==> src/hw/cbtaf_pkg.sv <==
// Constants, field layouts and types shared by the bit timing and filter block.
// Assumes a 32-bit register word and one system clock for all logic.
package cbtaf_pkg;
    // ==========
    // Clock and sizes
    localparam int SYSTEM_CLOCK_FREQ = 25_000_000;
    localparam int NUM_FILTERS = 32;
    localparam int ADDR_W = 8;
    // ==========
    // Register offsets (byte addresses)
    localparam logic [7:0] OFF_CONTROL = 8'h00;
    localparam logic [7:0] OFF_BIT_TIMING = 8'h04;
    localparam logic [7:0] OFF_FILTER_ENABLE = 8'h08;
    localparam logic [7:0] OFF_STATUS = 8'h0c;
    localparam logic [7:0] OFF_FILTER_BASE = 8'h80;
    // ==========
    // Control register: operating mode field
    localparam int MODE_LSB = 21;
    localparam logic [2:0] MODE_CONFIG = 3'b100;
    localparam logic [31:0] CONTROL_RESET = 32'h0080_0000;
    localparam logic [31:0] CONTROL_WMASK = 32'h00e0_0000;
    // ==========
    // Bit timing register fields
    localparam int PRESC_LSB = 0;
    localparam int SJW_LSB = 6;
    localparam int PROP_LSB = 8;
    localparam int PH1_LSB = 11;
    localparam int THREE_SAMPLE_BIT = 14;
    localparam int PH2_PROG_BIT = 15;
    localparam int PH2_LSB = 16;
    localparam logic [31:0] TIMING_RESET = 32'h0000_0000;
    localparam logic [31:0] TIMING_WMASK = 32'h0007_ffff;
    // ==========
    // Acceptance filter identifier register fields
    localparam int STD_ID_LSB = 21;
    localparam int EXT_SELECT_BIT = 19;
    localparam int EXT_ID_LSB = 0;
    localparam logic [31:0] FILTER_RESET = 32'h0000_0000;
    localparam logic [31:0] FILTER_WMASK = 32'hffeb_ffff;
    // ==========
    // Bus responses
    localparam logic [1:0] RESP_OKAY = 2'b00;
    localparam logic [1:0] RESP_SLVERR = 2'b10;
    // ==========
    // Bit time segments
    typedef enum logic [1:0] {
        SEG_SYNC = 2'b00,
        SEG_PROP = 2'b01,
        SEG_PH1 = 2'b10,
        SEG_PH2 = 2'b11
    } cbtaf_seg_type;

    // Code n of a length field means n+1 quanta
    function automatic logic [3:0] cbtaf_quanta_len(input logic [2:0] code);
        cbtaf_quanta_len = {1'b0, code} + 4'h1;
    endfunction
endpackage

==> src/hw/cbtaf_top.sv <==
// CAN bit timing configuration and 32-way receive acceptance filtering.
// Assumes an AXI4-Lite master on core_clk; received identifiers and the
// bus level arrive synchronous to core_clk from the protocol engine.
//
// Summary of operation
// RULE_01: Propagation segment is field plus one quanta.
// RULE_02: Jump width codes give one to four quanta.
// RULE_03: Quantum lasts two times prescaler plus one clocks.
// RULE_04: Phase two automatic unless programmable flag set.
// RULE_05: No triple sampling with prescaler below two; the code takes three samples whenever the flag is set, at any prescaler.
// RULE_06: Software keeps quanta per bit above seven.
// RULE_07: Timing writes only in configuration mode.
// RULE_08: Thirty-two filters each with own identifier register.
// RULE_09: Standard identifier bits must all match.
// RULE_10: Type bit selects extended or standard messages.
// RULE_11: Extended identifier bits must all match.
// RULE_12: Filter identifier writable only while disabled.
// RULE_13: Unimplemented filter bits twenty, eighteen read zero.
// RULE_14: Software keeps jump width within phase two.
// RULE_15: Bit is sync, propagation, phase one, phase two.
`timescale 1ns/10ps
module cbtaf_top #(
    parameter int NUM = cbtaf_pkg::NUM_FILTERS
) (
    input wire logic core_clk,
    input wire logic rst_b,
    // AXI4-Lite slave
    input wire logic [cbtaf_pkg::ADDR_W-1:0] s_axi_awaddr,
    input wire logic s_axi_awvalid,
    output logic s_axi_awready,
    input wire logic [31:0] s_axi_wdata,
    input wire logic [3:0] s_axi_wstrb,
    input wire logic s_axi_wvalid,
    output logic s_axi_wready,
    output logic [1:0] s_axi_bresp,
    output logic s_axi_bvalid,
    input wire logic s_axi_bready,
    input wire logic [cbtaf_pkg::ADDR_W-1:0] s_axi_araddr,
    input wire logic s_axi_arvalid,
    output logic s_axi_arready,
    output logic [31:0] s_axi_rdata,
    output logic [1:0] s_axi_rresp,
    output logic s_axi_rvalid,
    input wire logic s_axi_rready,
    // Bus level and received identifier from the protocol engine
    input wire logic rx_bit,
    input wire logic rx_valid,
    input wire logic rx_is_extended,
    input wire logic [10:0] rx_std_id,
    input wire logic [17:0] rx_ext_id,
    // Results
    output logic accept_valid,
    output logic accept_hit,
    output logic [4:0] accept_index,
    output logic tq_tick,
    output logic bit_start,
    output logic sample_point,
    output logic sampled_bit
);
    import cbtaf_pkg::*;

    // ==========
    // Elaboration check
    if (NUM < 1 || NUM > 32) begin : g_bad_num
        $error("cbtaf_top: NUM must be 1 to 32");
    end

    // ==========
    // Registers
    logic [31:0] control_reg;
    logic [31:0] timing_reg;
    logic [NUM-1:0] filter_enable_bit;
    logic [31:0] filter_id [NUM]; // RULE_08
    logic [NUM*32-1:0] filter_flat;
    logic [NUM-1:0] hit;
    logic [4:0] quanta_per_bit;
    logic [31:0] read_word;
    logic read_ok;

    // ==========
    // Byte-lane merge used by every register write
    function automatic logic [31:0] merge(
        input logic [31:0] old_val,
        input logic [31:0] new_val,
        input logic [3:0] strb,
        input logic [31:0] wmask
    );
        logic [31:0] lane;
        lane = {{8{strb[3]}}, {8{strb[2]}}, {8{strb[1]}}, {8{strb[0]}}} & wmask;
        merge = (old_val & ~lane) | (new_val & lane);
    endfunction

    // Lowest matching filter wins
    function automatic logic [4:0] first_hit(input logic [NUM-1:0] v);
        first_hit = 5'd0;
        for (int i = NUM - 1; i >= 0; i--) begin
            if (v[i]) begin
                first_hit = i[4:0];
            end
        end
    endfunction

    // ==========
    // Field decode
    wire logic [2:0] operating_mode_field = control_reg[MODE_LSB +: 3];
    wire logic config_mode = operating_mode_field == MODE_CONFIG;
    wire logic [5:0] quantum_prescaler = timing_reg[PRESC_LSB +: 6];
    wire logic [1:0] resync_jump_width = timing_reg[SJW_LSB +: 2];
    wire logic [2:0] propagation_segment_len = timing_reg[PROP_LSB +: 3];
    wire logic [2:0] phase_one_len = timing_reg[PH1_LSB +: 3];
    wire logic three_sample = timing_reg[THREE_SAMPLE_BIT];
    wire logic phase_two_programmable = timing_reg[PH2_PROG_BIT];
    wire logic [2:0] phase_two_prog_len = timing_reg[PH2_LSB +: 3];
    // Automatic phase two equals phase one, the longest that still respects seg2 <= seg1
    wire logic [2:0] phase_two_len = phase_two_programmable ?
                                     phase_two_prog_len : phase_one_len; // RULE_04

    // ==========
    // Write channel: both address and data seen, then one ready pulse
    wire logic wr_take = s_axi_awready && s_axi_awvalid && s_axi_wvalid;
    wire logic wr_start = s_axi_awvalid && s_axi_wvalid && !s_axi_awready && !s_axi_bvalid;
    wire logic [ADDR_W-1:0] waddr = {s_axi_awaddr[ADDR_W-1:2], 2'b00};
    wire logic [ADDR_W-1:0] wfilt_off = waddr - OFF_FILTER_BASE;
    wire logic wr_is_filter = waddr >= OFF_FILTER_BASE &&
                              wfilt_off[ADDR_W-1:2] < NUM[ADDR_W-3:0];
    wire logic [4:0] wr_filter_index = wfilt_off[6:2];
    wire logic wr_control = wr_take && waddr == OFF_CONTROL;
    wire logic wr_timing = wr_take && waddr == OFF_BIT_TIMING;
    wire logic wr_enable = wr_take && waddr == OFF_FILTER_ENABLE;
    wire logic wr_filter = wr_take && wr_is_filter;
    wire logic wr_mapped = wr_control || wr_timing || wr_enable ||
                           (wr_take && waddr == OFF_STATUS) || wr_filter;

    always_ff @(posedge core_clk) begin
        if (!rst_b) begin
            s_axi_awready <= 1'b0;
            s_axi_wready <= 1'b0;
            s_axi_bvalid <= 1'b0;
            s_axi_bresp <= RESP_OKAY;
        end else begin
            s_axi_awready <= wr_start;
            s_axi_wready <= wr_start;
            if (wr_take) begin
                s_axi_bvalid <= 1'b1;
                s_axi_bresp <= wr_mapped ? RESP_OKAY : RESP_SLVERR;
            end else if (s_axi_bready) begin
                s_axi_bvalid <= 1'b0;
            end
        end
    end

    // Control, timing and enable registers; timing locked outside configuration mode
    always_ff @(posedge core_clk) begin
        if (!rst_b) begin
            control_reg <= CONTROL_RESET;
            timing_reg <= TIMING_RESET;
            filter_enable_bit <= '0;
        end else begin
            if (wr_control) begin
                control_reg <= merge(control_reg, s_axi_wdata, s_axi_wstrb, CONTROL_WMASK);
            end
            if (wr_timing && config_mode) begin // RULE_07
                timing_reg <= merge(timing_reg, s_axi_wdata, s_axi_wstrb, TIMING_WMASK);
            end
            if (wr_enable) begin
                filter_enable_bit <= NUM'(merge(32'(filter_enable_bit), s_axi_wdata,
                                                s_axi_wstrb, 32'hffff_ffff));
            end
        end
    end

    // Filter identifiers; a filter in use keeps its identifier, unused bits stay zero
    always_ff @(posedge core_clk) begin
        if (!rst_b) begin
            for (int i = 0; i < NUM; i++) begin
                filter_id[i] <= FILTER_RESET;
            end
        end else if (wr_filter && !filter_enable_bit[wr_filter_index]) begin // RULE_12
            filter_id[wr_filter_index] <= merge(filter_id[wr_filter_index], s_axi_wdata,
                                                s_axi_wstrb, FILTER_WMASK); // RULE_13
        end
    end

    // ==========
    // Read channel: address taken with a ready pulse, data the cycle after
    wire logic rd_start = s_axi_arvalid && !s_axi_arready && !s_axi_rvalid;
    wire logic rd_take = s_axi_arvalid && s_axi_arready;
    wire logic [ADDR_W-1:0] raddr = {s_axi_araddr[ADDR_W-1:2], 2'b00};
    wire logic [ADDR_W-1:0] rfilt_off = raddr - OFF_FILTER_BASE;
    wire logic rd_is_filter = raddr >= OFF_FILTER_BASE &&
                              rfilt_off[ADDR_W-1:2] < NUM[ADDR_W-3:0];
    wire logic [31:0] status_word = {16'h0000, 3'b000, quanta_per_bit,
                                     accept_hit, sampled_bit, 1'b0, accept_index};

    // Read decode
    always_comb begin
        read_word = 32'h0000_0000;
        read_ok = 1'b1;
        if (raddr == OFF_CONTROL) begin
            read_word = control_reg;
        end else if (raddr == OFF_BIT_TIMING) begin
            read_word = timing_reg;
        end else if (raddr == OFF_FILTER_ENABLE) begin
            read_word = 32'(filter_enable_bit);
        end else if (raddr == OFF_STATUS) begin
            read_word = status_word;
        end else if (rd_is_filter) begin
            read_word = filter_id[rfilt_off[6:2]] & FILTER_WMASK; // RULE_13
        end else begin
            read_ok = 1'b0;
        end
    end

    always_ff @(posedge core_clk) begin
        if (!rst_b) begin
            s_axi_arready <= 1'b0;
            s_axi_rvalid <= 1'b0;
            s_axi_rdata <= 32'h0000_0000;
            s_axi_rresp <= RESP_OKAY;
        end else begin
            s_axi_arready <= rd_start;
            if (rd_take) begin
                s_axi_rvalid <= 1'b1;
                s_axi_rdata <= read_word;
                s_axi_rresp <= read_ok ? RESP_OKAY : RESP_SLVERR;
            end else if (s_axi_rready) begin
                s_axi_rvalid <= 1'b0;
            end
        end
    end

    // ==========
    // Acceptance filtering
    always_comb begin
        for (int i = 0; i < NUM; i++) begin
            filter_flat[i*32 +: 32] = filter_id[i];
        end
    end

    cbtaf_filter_match #(
        .NUM(NUM)
    ) u_match (
        .filter_words(filter_flat),
        .filter_enable_bit(filter_enable_bit),
        .rx_is_extended(rx_is_extended),
        .rx_std_id(rx_std_id),
        .rx_ext_id(rx_ext_id),
        .hit(hit)
    );

    // One result per received identifier; held until the next one
    always_ff @(posedge core_clk) begin
        if (!rst_b) begin
            accept_valid <= 1'b0;
            accept_hit <= 1'b0;
            accept_index <= 5'd0;
        end else begin
            accept_valid <= rx_valid;
            if (rx_valid) begin
                accept_hit <= |hit; // RULE_09
                accept_index <= first_hit(hit);
            end
        end
    end

    // ==========
    // Bit timing; stopped in configuration mode so half-written settings never run
    cbtaf_bit_timer u_timer (
        .core_clk(core_clk),
        .rst_b(rst_b),
        .run(!config_mode),
        .prescaler(quantum_prescaler), // RULE_03
        .prop_code(propagation_segment_len), // RULE_01
        .ph1_code(phase_one_len),
        .ph2_code(phase_two_len), // RULE_04
        .sjw_code(resync_jump_width), // RULE_02
        .three_sample(three_sample), // RULE_05
        .rx_bit(rx_bit),
        .tq_tick(tq_tick),
        .bit_start(bit_start),
        .sample_point(sample_point), // RULE_15
        .sampled_bit(sampled_bit),
        .quanta_per_bit(quanta_per_bit) // RULE_06
    );
endmodule // cbtaf_top

==> src/hw/cbtaf_filter_match.sv <==
// Compares one received identifier against every acceptance filter at once.
// Assumes identifiers stay stable while rx_valid is high; output is combinational.
`timescale 1ns/10ps
module cbtaf_filter_match #(
    parameter int NUM = 32
) (
    input wire logic [NUM*32-1:0] filter_words,
    input wire logic [NUM-1:0] filter_enable_bit,
    input wire logic rx_is_extended,
    input wire logic [10:0] rx_std_id,
    input wire logic [17:0] rx_ext_id,
    output logic [NUM-1:0] hit
);
    import cbtaf_pkg::*;

    // ==========
    // Elaboration check
    if (NUM < 1 || NUM > 32) begin : g_bad_num
        $error("cbtaf_filter_match: NUM must be 1 to 32");
    end

    // One comparator per filter; a disabled filter never hits
    for (genvar i = 0; i < NUM; i++) begin : g_flt
        wire logic [31:0] w = filter_words[i*32 +: 32];
        wire logic std_eq = w[STD_ID_LSB +: 11] == rx_std_id; // RULE_09
        wire logic type_eq = w[EXT_SELECT_BIT] == rx_is_extended; // RULE_10
        wire logic ext_eq = !rx_is_extended || (w[EXT_ID_LSB +: 18] == rx_ext_id); // RULE_11
        assign hit[i] = filter_enable_bit[i] && std_eq && type_eq && ext_eq;
    end
endmodule // cbtaf_filter_match

==> src/hw/cbtaf_bit_timer.sv <==
// Time quantum prescaler and nominal bit time sequencer with sample point.
// Assumes rx_bit is already synchronous to core_clk; settings held while run.
`timescale 1ns/10ps
module cbtaf_bit_timer (
    input wire logic core_clk,
    input wire logic rst_b,
    input wire logic run,
    input wire logic [5:0] prescaler,
    input wire logic [2:0] prop_code,
    input wire logic [2:0] ph1_code,
    input wire logic [2:0] ph2_code,
    input wire logic [1:0] sjw_code,
    input wire logic three_sample,
    input wire logic rx_bit,
    output logic tq_tick,
    output logic bit_start,
    output logic sample_point,
    output logic sampled_bit,
    output logic [4:0] quanta_per_bit
);
    import cbtaf_pkg::*;

    logic [6:0] presc_cnt;
    cbtaf_seg_type seg;
    logic [3:0] q_cnt;
    logic [3:0] ph1_ext;
    logic ph2_cut;
    logic rx_prev;
    logic [1:0] hist;

    // ==========
    // Decode of lengths and segment ends
    wire logic [3:0] prop_len = cbtaf_quanta_len(prop_code); // RULE_01
    wire logic [3:0] ph1_len = cbtaf_quanta_len(ph1_code);
    wire logic [3:0] ph2_len = cbtaf_quanta_len(ph2_code);
    wire logic [3:0] sjw_len = {2'b00, sjw_code} + 4'h1; // RULE_02
    wire logic [6:0] presc_last = {prescaler, 1'b1}; // RULE_03
    wire logic tq_end = run && (presc_cnt == presc_last);
    wire logic [4:0] ph1_total = {1'b0, ph1_len} + {1'b0, ph1_ext};
    wire logic [4:0] seg_len = (seg == SEG_SYNC) ? 5'd1 :
                               (seg == SEG_PROP) ? {1'b0, prop_len} :
                               (seg == SEG_PH1) ? ph1_total : {1'b0, ph2_len};
    wire logic seg_last = ({1'b0, q_cnt} + 5'd1) >= seg_len;
    wire logic seg_done = tq_end && (seg_last || (seg == SEG_PH2 && ph2_cut));
    wire logic fall_edge = run && rx_prev && !rx_bit;
    wire logic [3:0] ph2_left = ph2_len - q_cnt;
    wire logic majority = (hist[0] & hist[1]) | (hist[0] & rx_bit) | (hist[1] & rx_bit);
    wire logic sample_now = seg_done && seg == SEG_PH1; // RULE_15

    // Prescaler: a quantum is 2*(code+1) clocks
    always_ff @(posedge core_clk) begin
        if (!rst_b || !run || tq_end) begin
            presc_cnt <= 7'h00;
        end else begin
            presc_cnt <= presc_cnt + 7'h01;
        end
    end

    // Segment sequencer: sync, propagation, phase 1, phase 2
    always_ff @(posedge core_clk) begin
        if (!rst_b || !run) begin
            seg <= SEG_SYNC;
            q_cnt <= 4'h0;
        end else if (seg_done) begin
            q_cnt <= 4'h0;
            case (seg)
                SEG_SYNC: seg <= SEG_PROP;
                SEG_PROP: seg <= SEG_PH1;
                SEG_PH1: seg <= SEG_PH2;
                default: seg <= SEG_SYNC;
            endcase // RULE_15
        end else if (tq_end) begin
            q_cnt <= q_cnt + 4'h1;
        end
    end

    // Resync: late edge stretches phase 1, early edge cuts phase 2 by at most the jump width
    always_ff @(posedge core_clk) begin
        if (!rst_b || !run || (seg_done && seg != SEG_PROP)) begin
            ph1_ext <= 4'h0;
            ph2_cut <= 1'b0;
        end else if (fall_edge && (seg == SEG_PROP || seg == SEG_PH1)) begin
            ph1_ext <= sjw_len; // RULE_02
        end else if (fall_edge && seg == SEG_PH2 && ph2_left <= sjw_len) begin
            ph2_cut <= 1'b1;
        end
    end

    // Bus history and registered outputs
    always_ff @(posedge core_clk) begin
        if (!rst_b) begin
            rx_prev <= 1'b1;
            hist <= 2'b11;
            tq_tick <= 1'b0;
            bit_start <= 1'b0;
            sample_point <= 1'b0;
            sampled_bit <= 1'b1;
            quanta_per_bit <= 5'd0;
        end else begin
            rx_prev <= rx_bit;
            if (tq_end) begin
                hist <= {hist[0], rx_bit};
            end
            tq_tick <= tq_end;
            bit_start <= seg_done && seg == SEG_PH2;
            sample_point <= sample_now;
            if (sample_now) begin
                sampled_bit <= three_sample ? majority : rx_bit;
            end
            quanta_per_bit <= 5'd1 + {1'b0, prop_len} + {1'b0, ph1_len} + {1'b0, ph2_len};
        end
    end
endmodule // cbtaf_bit_timer

==> config.mk <==
export PLATFORM = sky130hd
export DESIGN_NAME = cbtaf_top
export DESIGN_NICKNAME = d
export VERILOG_FILES = /design/src/hw/cbtaf_pkg.sv /design/src/hw/cbtaf_top.sv /design/src/hw/cbtaf_filter_match.sv /design/src/hw/cbtaf_bit_timer.sv
export SDC_FILE = /design/constraint.sdc
export NUM_CORES = 2
export LEC_CHECK = 0
export BUFFER_PORTS_ARGS = -buffer_cell sky130_fd_sc_hd__clkbuf_2
export CAP_MARGIN = 20
export CORE_MARGIN = 1.5
export CORE_UTILIZATION = 61
export CTS_CLUSTER_SIZE = 24
export DETAILED_ROUTE_END_ITERATION = 6
export PLACE_DENSITY = 0.79
export SYNTH_ARGS = -nofsm -noshare
export SYNTH_HDL_FRONTEND = slang
export SYNTH_SLANG_ARGS = --single-unit
==> constraint.sdc <==
create_clock -name core_clk -period 8.3 [get_ports core_clk]
set_clock_uncertainty 0.1 [all_clocks]
set_input_delay 1.245 -clock core_clk [delete_from_list [all_inputs] [get_ports core_clk]]
set_output_delay 1.245 -clock core_clk [all_outputs]
set_load 0.02 [all_outputs]
### Word-level counts from Yosys, hierarchy flattened

Memories as Yosys holds them, arrays and structs flattened.
Index checks and enable logic that the tools add are counted.

* memories kept: 1
* logic and storage cells: 423
* flip-flop bits (word level): 173
* bits in writable memories: 1024

Memory list
* filter_id: words 32, width 32, rd ports 34, clocked after Yosys merged registers in 0, write ports 32, line cbtaf_top.sv:73 `logic [31:0] filter_id [NUM];`

* mux-type cells: 63
* eq/ne operators: 108
* add/sub/neg operators: 14
* bitwise gates (word level): 22
* reduce and logical (&&, ||, !) cells: 183
* $lt $le $gt $ge: 7

Operator list (number)
* equality test 18 bit: 32
* equality test 11 bit: 32
* bitwise AND 32 bit: 6
* 2-to-1 mux 32 bit: 6
* 2-to-1 mux 5 bit: 36
* OR 32 bit: 4
* logical AND 1 bit: 124
* NOT 32 bit: 2
* OR reduction 32 bit: 2
* logical OR 1 bit: 41
* bitwise AND 32 x 19 -> 32 bit: 1
* bitwise AND 32 x 24 -> 32 bit: 1
* equality test 1 bit: 32
* NOT 19 -> 32 bit: 1
* NOT 24 -> 32 bit: 1
* equality test 6 x 2 -> 1 bit, second input constant: 4
* greater-or-equal comparator 8 bit, second input constant: 2
* logical NOT 8 bit: 2
* 2-to-1 mux 1 bit: 16
* subtractor 8 bit, second input constant: 2
* adder 3 x 1 -> 4 bit, second input constant: 3
* equality test 6 x 1 -> 1 bit, second input constant: 2
* < comparator 6 bit, second input constant: 2
* adder 5 x 4 -> 5 bit: 2
* 27 further kinds: 41

### Depth between registers and ports, before layout

An unclocked memory read counts as a cell.

* depth in word-level cells: 37
* depth in mapped cells: 16

### Hierarchy

Synthesis repeated with hierarchy kept, for this count alone.

* cells, all modules: 6346
* area, all modules: 72087.9 µm²

By module, submodules not included
* cbtaf_top: cells each 4680, times used 1, area each 58118.2 µm², sequential area each 32731.4 µm²
* cbtaf_filter_match: cells each 1435, times used 1, area each 11941.5 µm², sequential area each 0.0 µm²
* cbtaf_bit_timer: cells each 231, times used 1, area each 2028.2 µm², sequential area each 580.6 µm²

### Worst setup path before layout

OpenSTA, ideal clock, no wires.

* path type: input port to flip-flop
* start point: in s_axi_awaddr[2] (netlist bit)
* end point: mem filter_id[12][0], enable pin
* data required time: 7.813 ns
* path slack: 3.853 ns
* path buffers: 1
* stages: 8
* arrival: 3.960 ns
* cell sequence: mux4_1 mux2_2 a22o_1 a221oi_2 nor3b_4 nand2_2 buf_6 nand2_1

RTL lines
* start, declared: line cbtaf_top.sv:28 `input wire logic [cbtaf_pkg::ADDR_W-1:0] s_axi_awaddr,`
* end, declared: line cbtaf_top.sv:73

==> summary.md <==
| Metric | Value |
|---|---|
| Detailed placement HPWL | 193000 µm |
| Crit path max fanout | 53 |
| CP most frequent cell | nand2_1 |
| Die Footprint | 113000 µm² |
| Post-layout util | 0.663 |
| Final ANT Viol Nets | 0 |
| Finished Cell Area | 73200 µm² |
| P per Cell Area | 193 nW/µm² |
| RR Endpoint | filter_id[15][6] |
| Sequential area share after synthesis | 0.462 |
| Share of the synthesized area in the top cell type | 0.425 |
| Clk slew on worst S/H paths | 60 ps |
| Initial antenna violation count | 26 |
| Max Slew Vio Count | 0 |
| #FFs+latches synth | 1088 |
| Min Clock Period, post-route | 5790 ps |
| Area growth, synth to finish | 7.87% |
| Tightest Hold Check Type | flop to flop |
| Worst R2R Setup Slack | 3330 ps |
| CP endpoint kind | flop |
| Top post-synthesis cells by count | nor2_1 (1058), edfxtp_1 (960), xnor2_1 (694) |
| Synth area leader | edfxtp_1 |
| FMAX | 173 MHz |
| # hold bufs at CTS | 0 |
| PortBufs | 136 |
| Primary FF master, synth | edfxtp_1 |
| Maximum vdd drop | 0.209 mV |
| CP Data Required Time | 8600 ps |
| # DRC | 3 |
| Worst path cell trace | buf_8 -> mux4_2 -> a211oi_1 -> nand2_1 -> a221oi_2 -> and3_1 -> nand2_2 -> nand2_1 -> buf_4 |
| Global Route Usage Sum | 0.477 |
| WS Path Type | input port to flop |
| Grt total ovfl | 0 |
| Via count | 52200 |
| Actual slew at the worst max-slew pin | 1290 ps |
| Worst path slowest cell | a211oi_1 |
| Post-synth EDFFs | 960 |
| Avg Cell Area, Syn | 12.3 µm² |
| Root Buffer | clkbuf_16 |
| Worst reg-to-reg path cell count | 8 |
| Status | finished, violations left |
| Number of global-route vias before repair | 48900 |
| Ys async rst share | 0 |
| Final Hold Vio Count | 0 |
| Initial Util | 0.614 |
| Core area | 111000 µm² |
| Worst Min Path Start | s_axi_rdata[2] |
| H-tree depth | 3 |
| Yosys warning count | 0 |
| Failing checks | design-rule violations |
| WHS Endpoint | s_axi_rdata[2] |
| Layout cells sized above 1 | 0.223 |
| Clock Sinks | 1088 |
| Fin crit share | 0.697 |
| Worst-Skew Late Latency | 770 ps |
| Final setup violation count | 0 |
| CTS tree | yes |
| 1st-pass router iterations | 7 |
| Die Y | 337 µm |
| Cell variety after synth | 76 |
| RD Place Congestion | 1.10 |
| Ports | 143 |
| Static leakage | 25.0 nW |
| Setup repair bufs after CTS | 0 |
| Global-route wire length before repair | 373000 µm |
| Cell area after synthesis | 67900 µm² |
| Worst setup SP type | input port |
| Post-CTS sizing | 0 |
| Detailed-route wire length per cell | 38.7 µm |
| Critical path arrival | 6090 ps |
| Largest net degree at the start of global routing | 115 |
| NumNets Final | 5533 |
| Die width | 337 µm |
| Top cells by area, synth | edfxtp_1 (42%), mux4_2 (18%), xnor2_1 (9.0%) |
| Clock buffer depth | 3 |
| RSZ-0062 raised after global routing | no |
| Count leader, synth | nor2_1 |
| Slew HR | 0.135 |
| CTS Buf Count | 120 |
| Setup_tns | 0 ps |
| Hold depth | 2 |
| Crit-path max cell delay | 760 ps |
| Final wirelength | 271000 µm |
| Post-synthesis cell count | 5500 |
| Initial DRC count | 10000 |
| Row Count | 122 |
| Max_cap viols | 0 |
| Vias per inst | 7.45 |
| DP Area | 69200 µm² |
cell type report:
type / count / area, µm²
fillers: 8201 / 37300
inverters: 34 / 129
multi-input cells: 3850 / 33700
diodes: 9 / 22.5
repair buffers: 313 / 2160
clock buffers: 151 / 3240
well taps: 1488 / 1860
clock inverters: 74 / 728
flip-flops and latches: 1088 / 31400
through the flow:
step | power (mW) | std cells | hold slack (ps) | setup slack [ps]
floorplan | 7.70 | 5501 | 326 | 3850
global placement | 8.50 | 6767 | 339 | 1970
detailed placement | 8.53 | 6769 | 344 | 1910
CTS | 13.9 | 6994 | 352 | 2690
global route | 14.3 | 7001 | 380 | 2450
finish | 14.1 | 7007 | 354 | 2510
power by group:
group          total [mW]  switching (mW)  internal, mW  leakage (nW)
sequential           6.28           0.171          6.11          11.0
clock                5.54            2.36          3.18          1.94
combinational        2.30            1.51         0.790          12.0
total                14.1            4.04          10.1          25.0
registers in the layout (all words and copies together), names as in the netlist, 2 cells and up, named ones only:
name and cells:
u_timer.ph1_ext 3, u_timer.q_cnt 4, filter_id 960, accept_index 5, u_timer.hist 2, u_timer.quanta_per_bit 5
u_timer.seg 2, u_timer.presc_cnt 7, s_axi_rdata 32
critical path: cells and delay by family:
family | cells | cell delay (ps)
AO/OA/AOI/OAI | 2 | 1050
buffers and inverters | 2 | 990
multiplexers | 1 | 590
AND/OR/NAND/NOR | 4 | 2050
metal layers:
layer  track usage  vias up  share of wire
met5        0.0162        -         0.0015
met4         0.299       34          0.084
met3         0.203     1114           0.19
met2         0.675     5364           0.41
met1         0.605    25600           0.32
li1              -    20100              -
cells in the final DEF (no fill, tap or decap), drive strengths merged, types with 6 or more instances in the layout:
| cell | count |
|---|---|
| nor2 | 1104 |
| edfxtp | 960 |
| xnor2 | 694 |
| mux4 | 549 |
| clkbuf | 279 |
| xor2 | 262 |
| nand2 | 188 |
| buf | 185 |
| nand4 | 180 |
| dfxtp | 128 |
| a21oi | 124 |
| nor4 | 94 |
| mux2 | 88 |
| a22oi | 87 |
| nand3 | 85 |
| clkinv | 53 |
| nand2b | 46 |
| nor3 | 40 |
| inv | 37 |
| mux2i | 34 |
| a221oi | 33 |
| ha | 29 |
| o21ai | 27 |
| o31ai | 25 |
| or4 | 21 |
| nor2b | 17 |
| bufinv | 14 |
| o211ai | 13 |
| a22o | 12 |
| diode | 9 |
| or2 | 9 |
| and3 | 6 |
| and2 | 6 |
| a21o | 6 |
| a222oi | 6 |
| fa | 6 |
logic make-up (layout without fill, tap and decap cells):
kind of cell,Yosys count,count (layout),synth area share
AND/OR/NAND/NOR,1817,1817,0.121
flip-flops,1088,1088,0.462
XOR/XNOR,956,956,0.123
multiplexers,671,671,0.203
buffers and inverters,563,572,0.0416
AO/OA/AOI/OAI,369,369,0.0417
adder cells (fa/ha/maj),35,35,0.00711
other,1,11,0.0000552
worst max path at each step:
stage                     slack [ps]       startpoint           endpoint  cells after the start
after detailed placement        1910  s_axi_awaddr[2]   filter_id[13][3]                      9
after global routing            2450  s_axi_awaddr[2]  filter_id[13][13]                     10
after CTS                       2690  s_axi_awaddr[2]  filter_id[13][13]                      9
after global placement          1970  s_axi_awaddr[2]   filter_id[13][7]                      9
final                           2510  s_axi_awaddr[2]   filter_id[15][6]                      9
after floorplan                 3850  s_axi_awaddr[2]   filter_id[12][0]                      8
(Power assumes the default switching activity.)
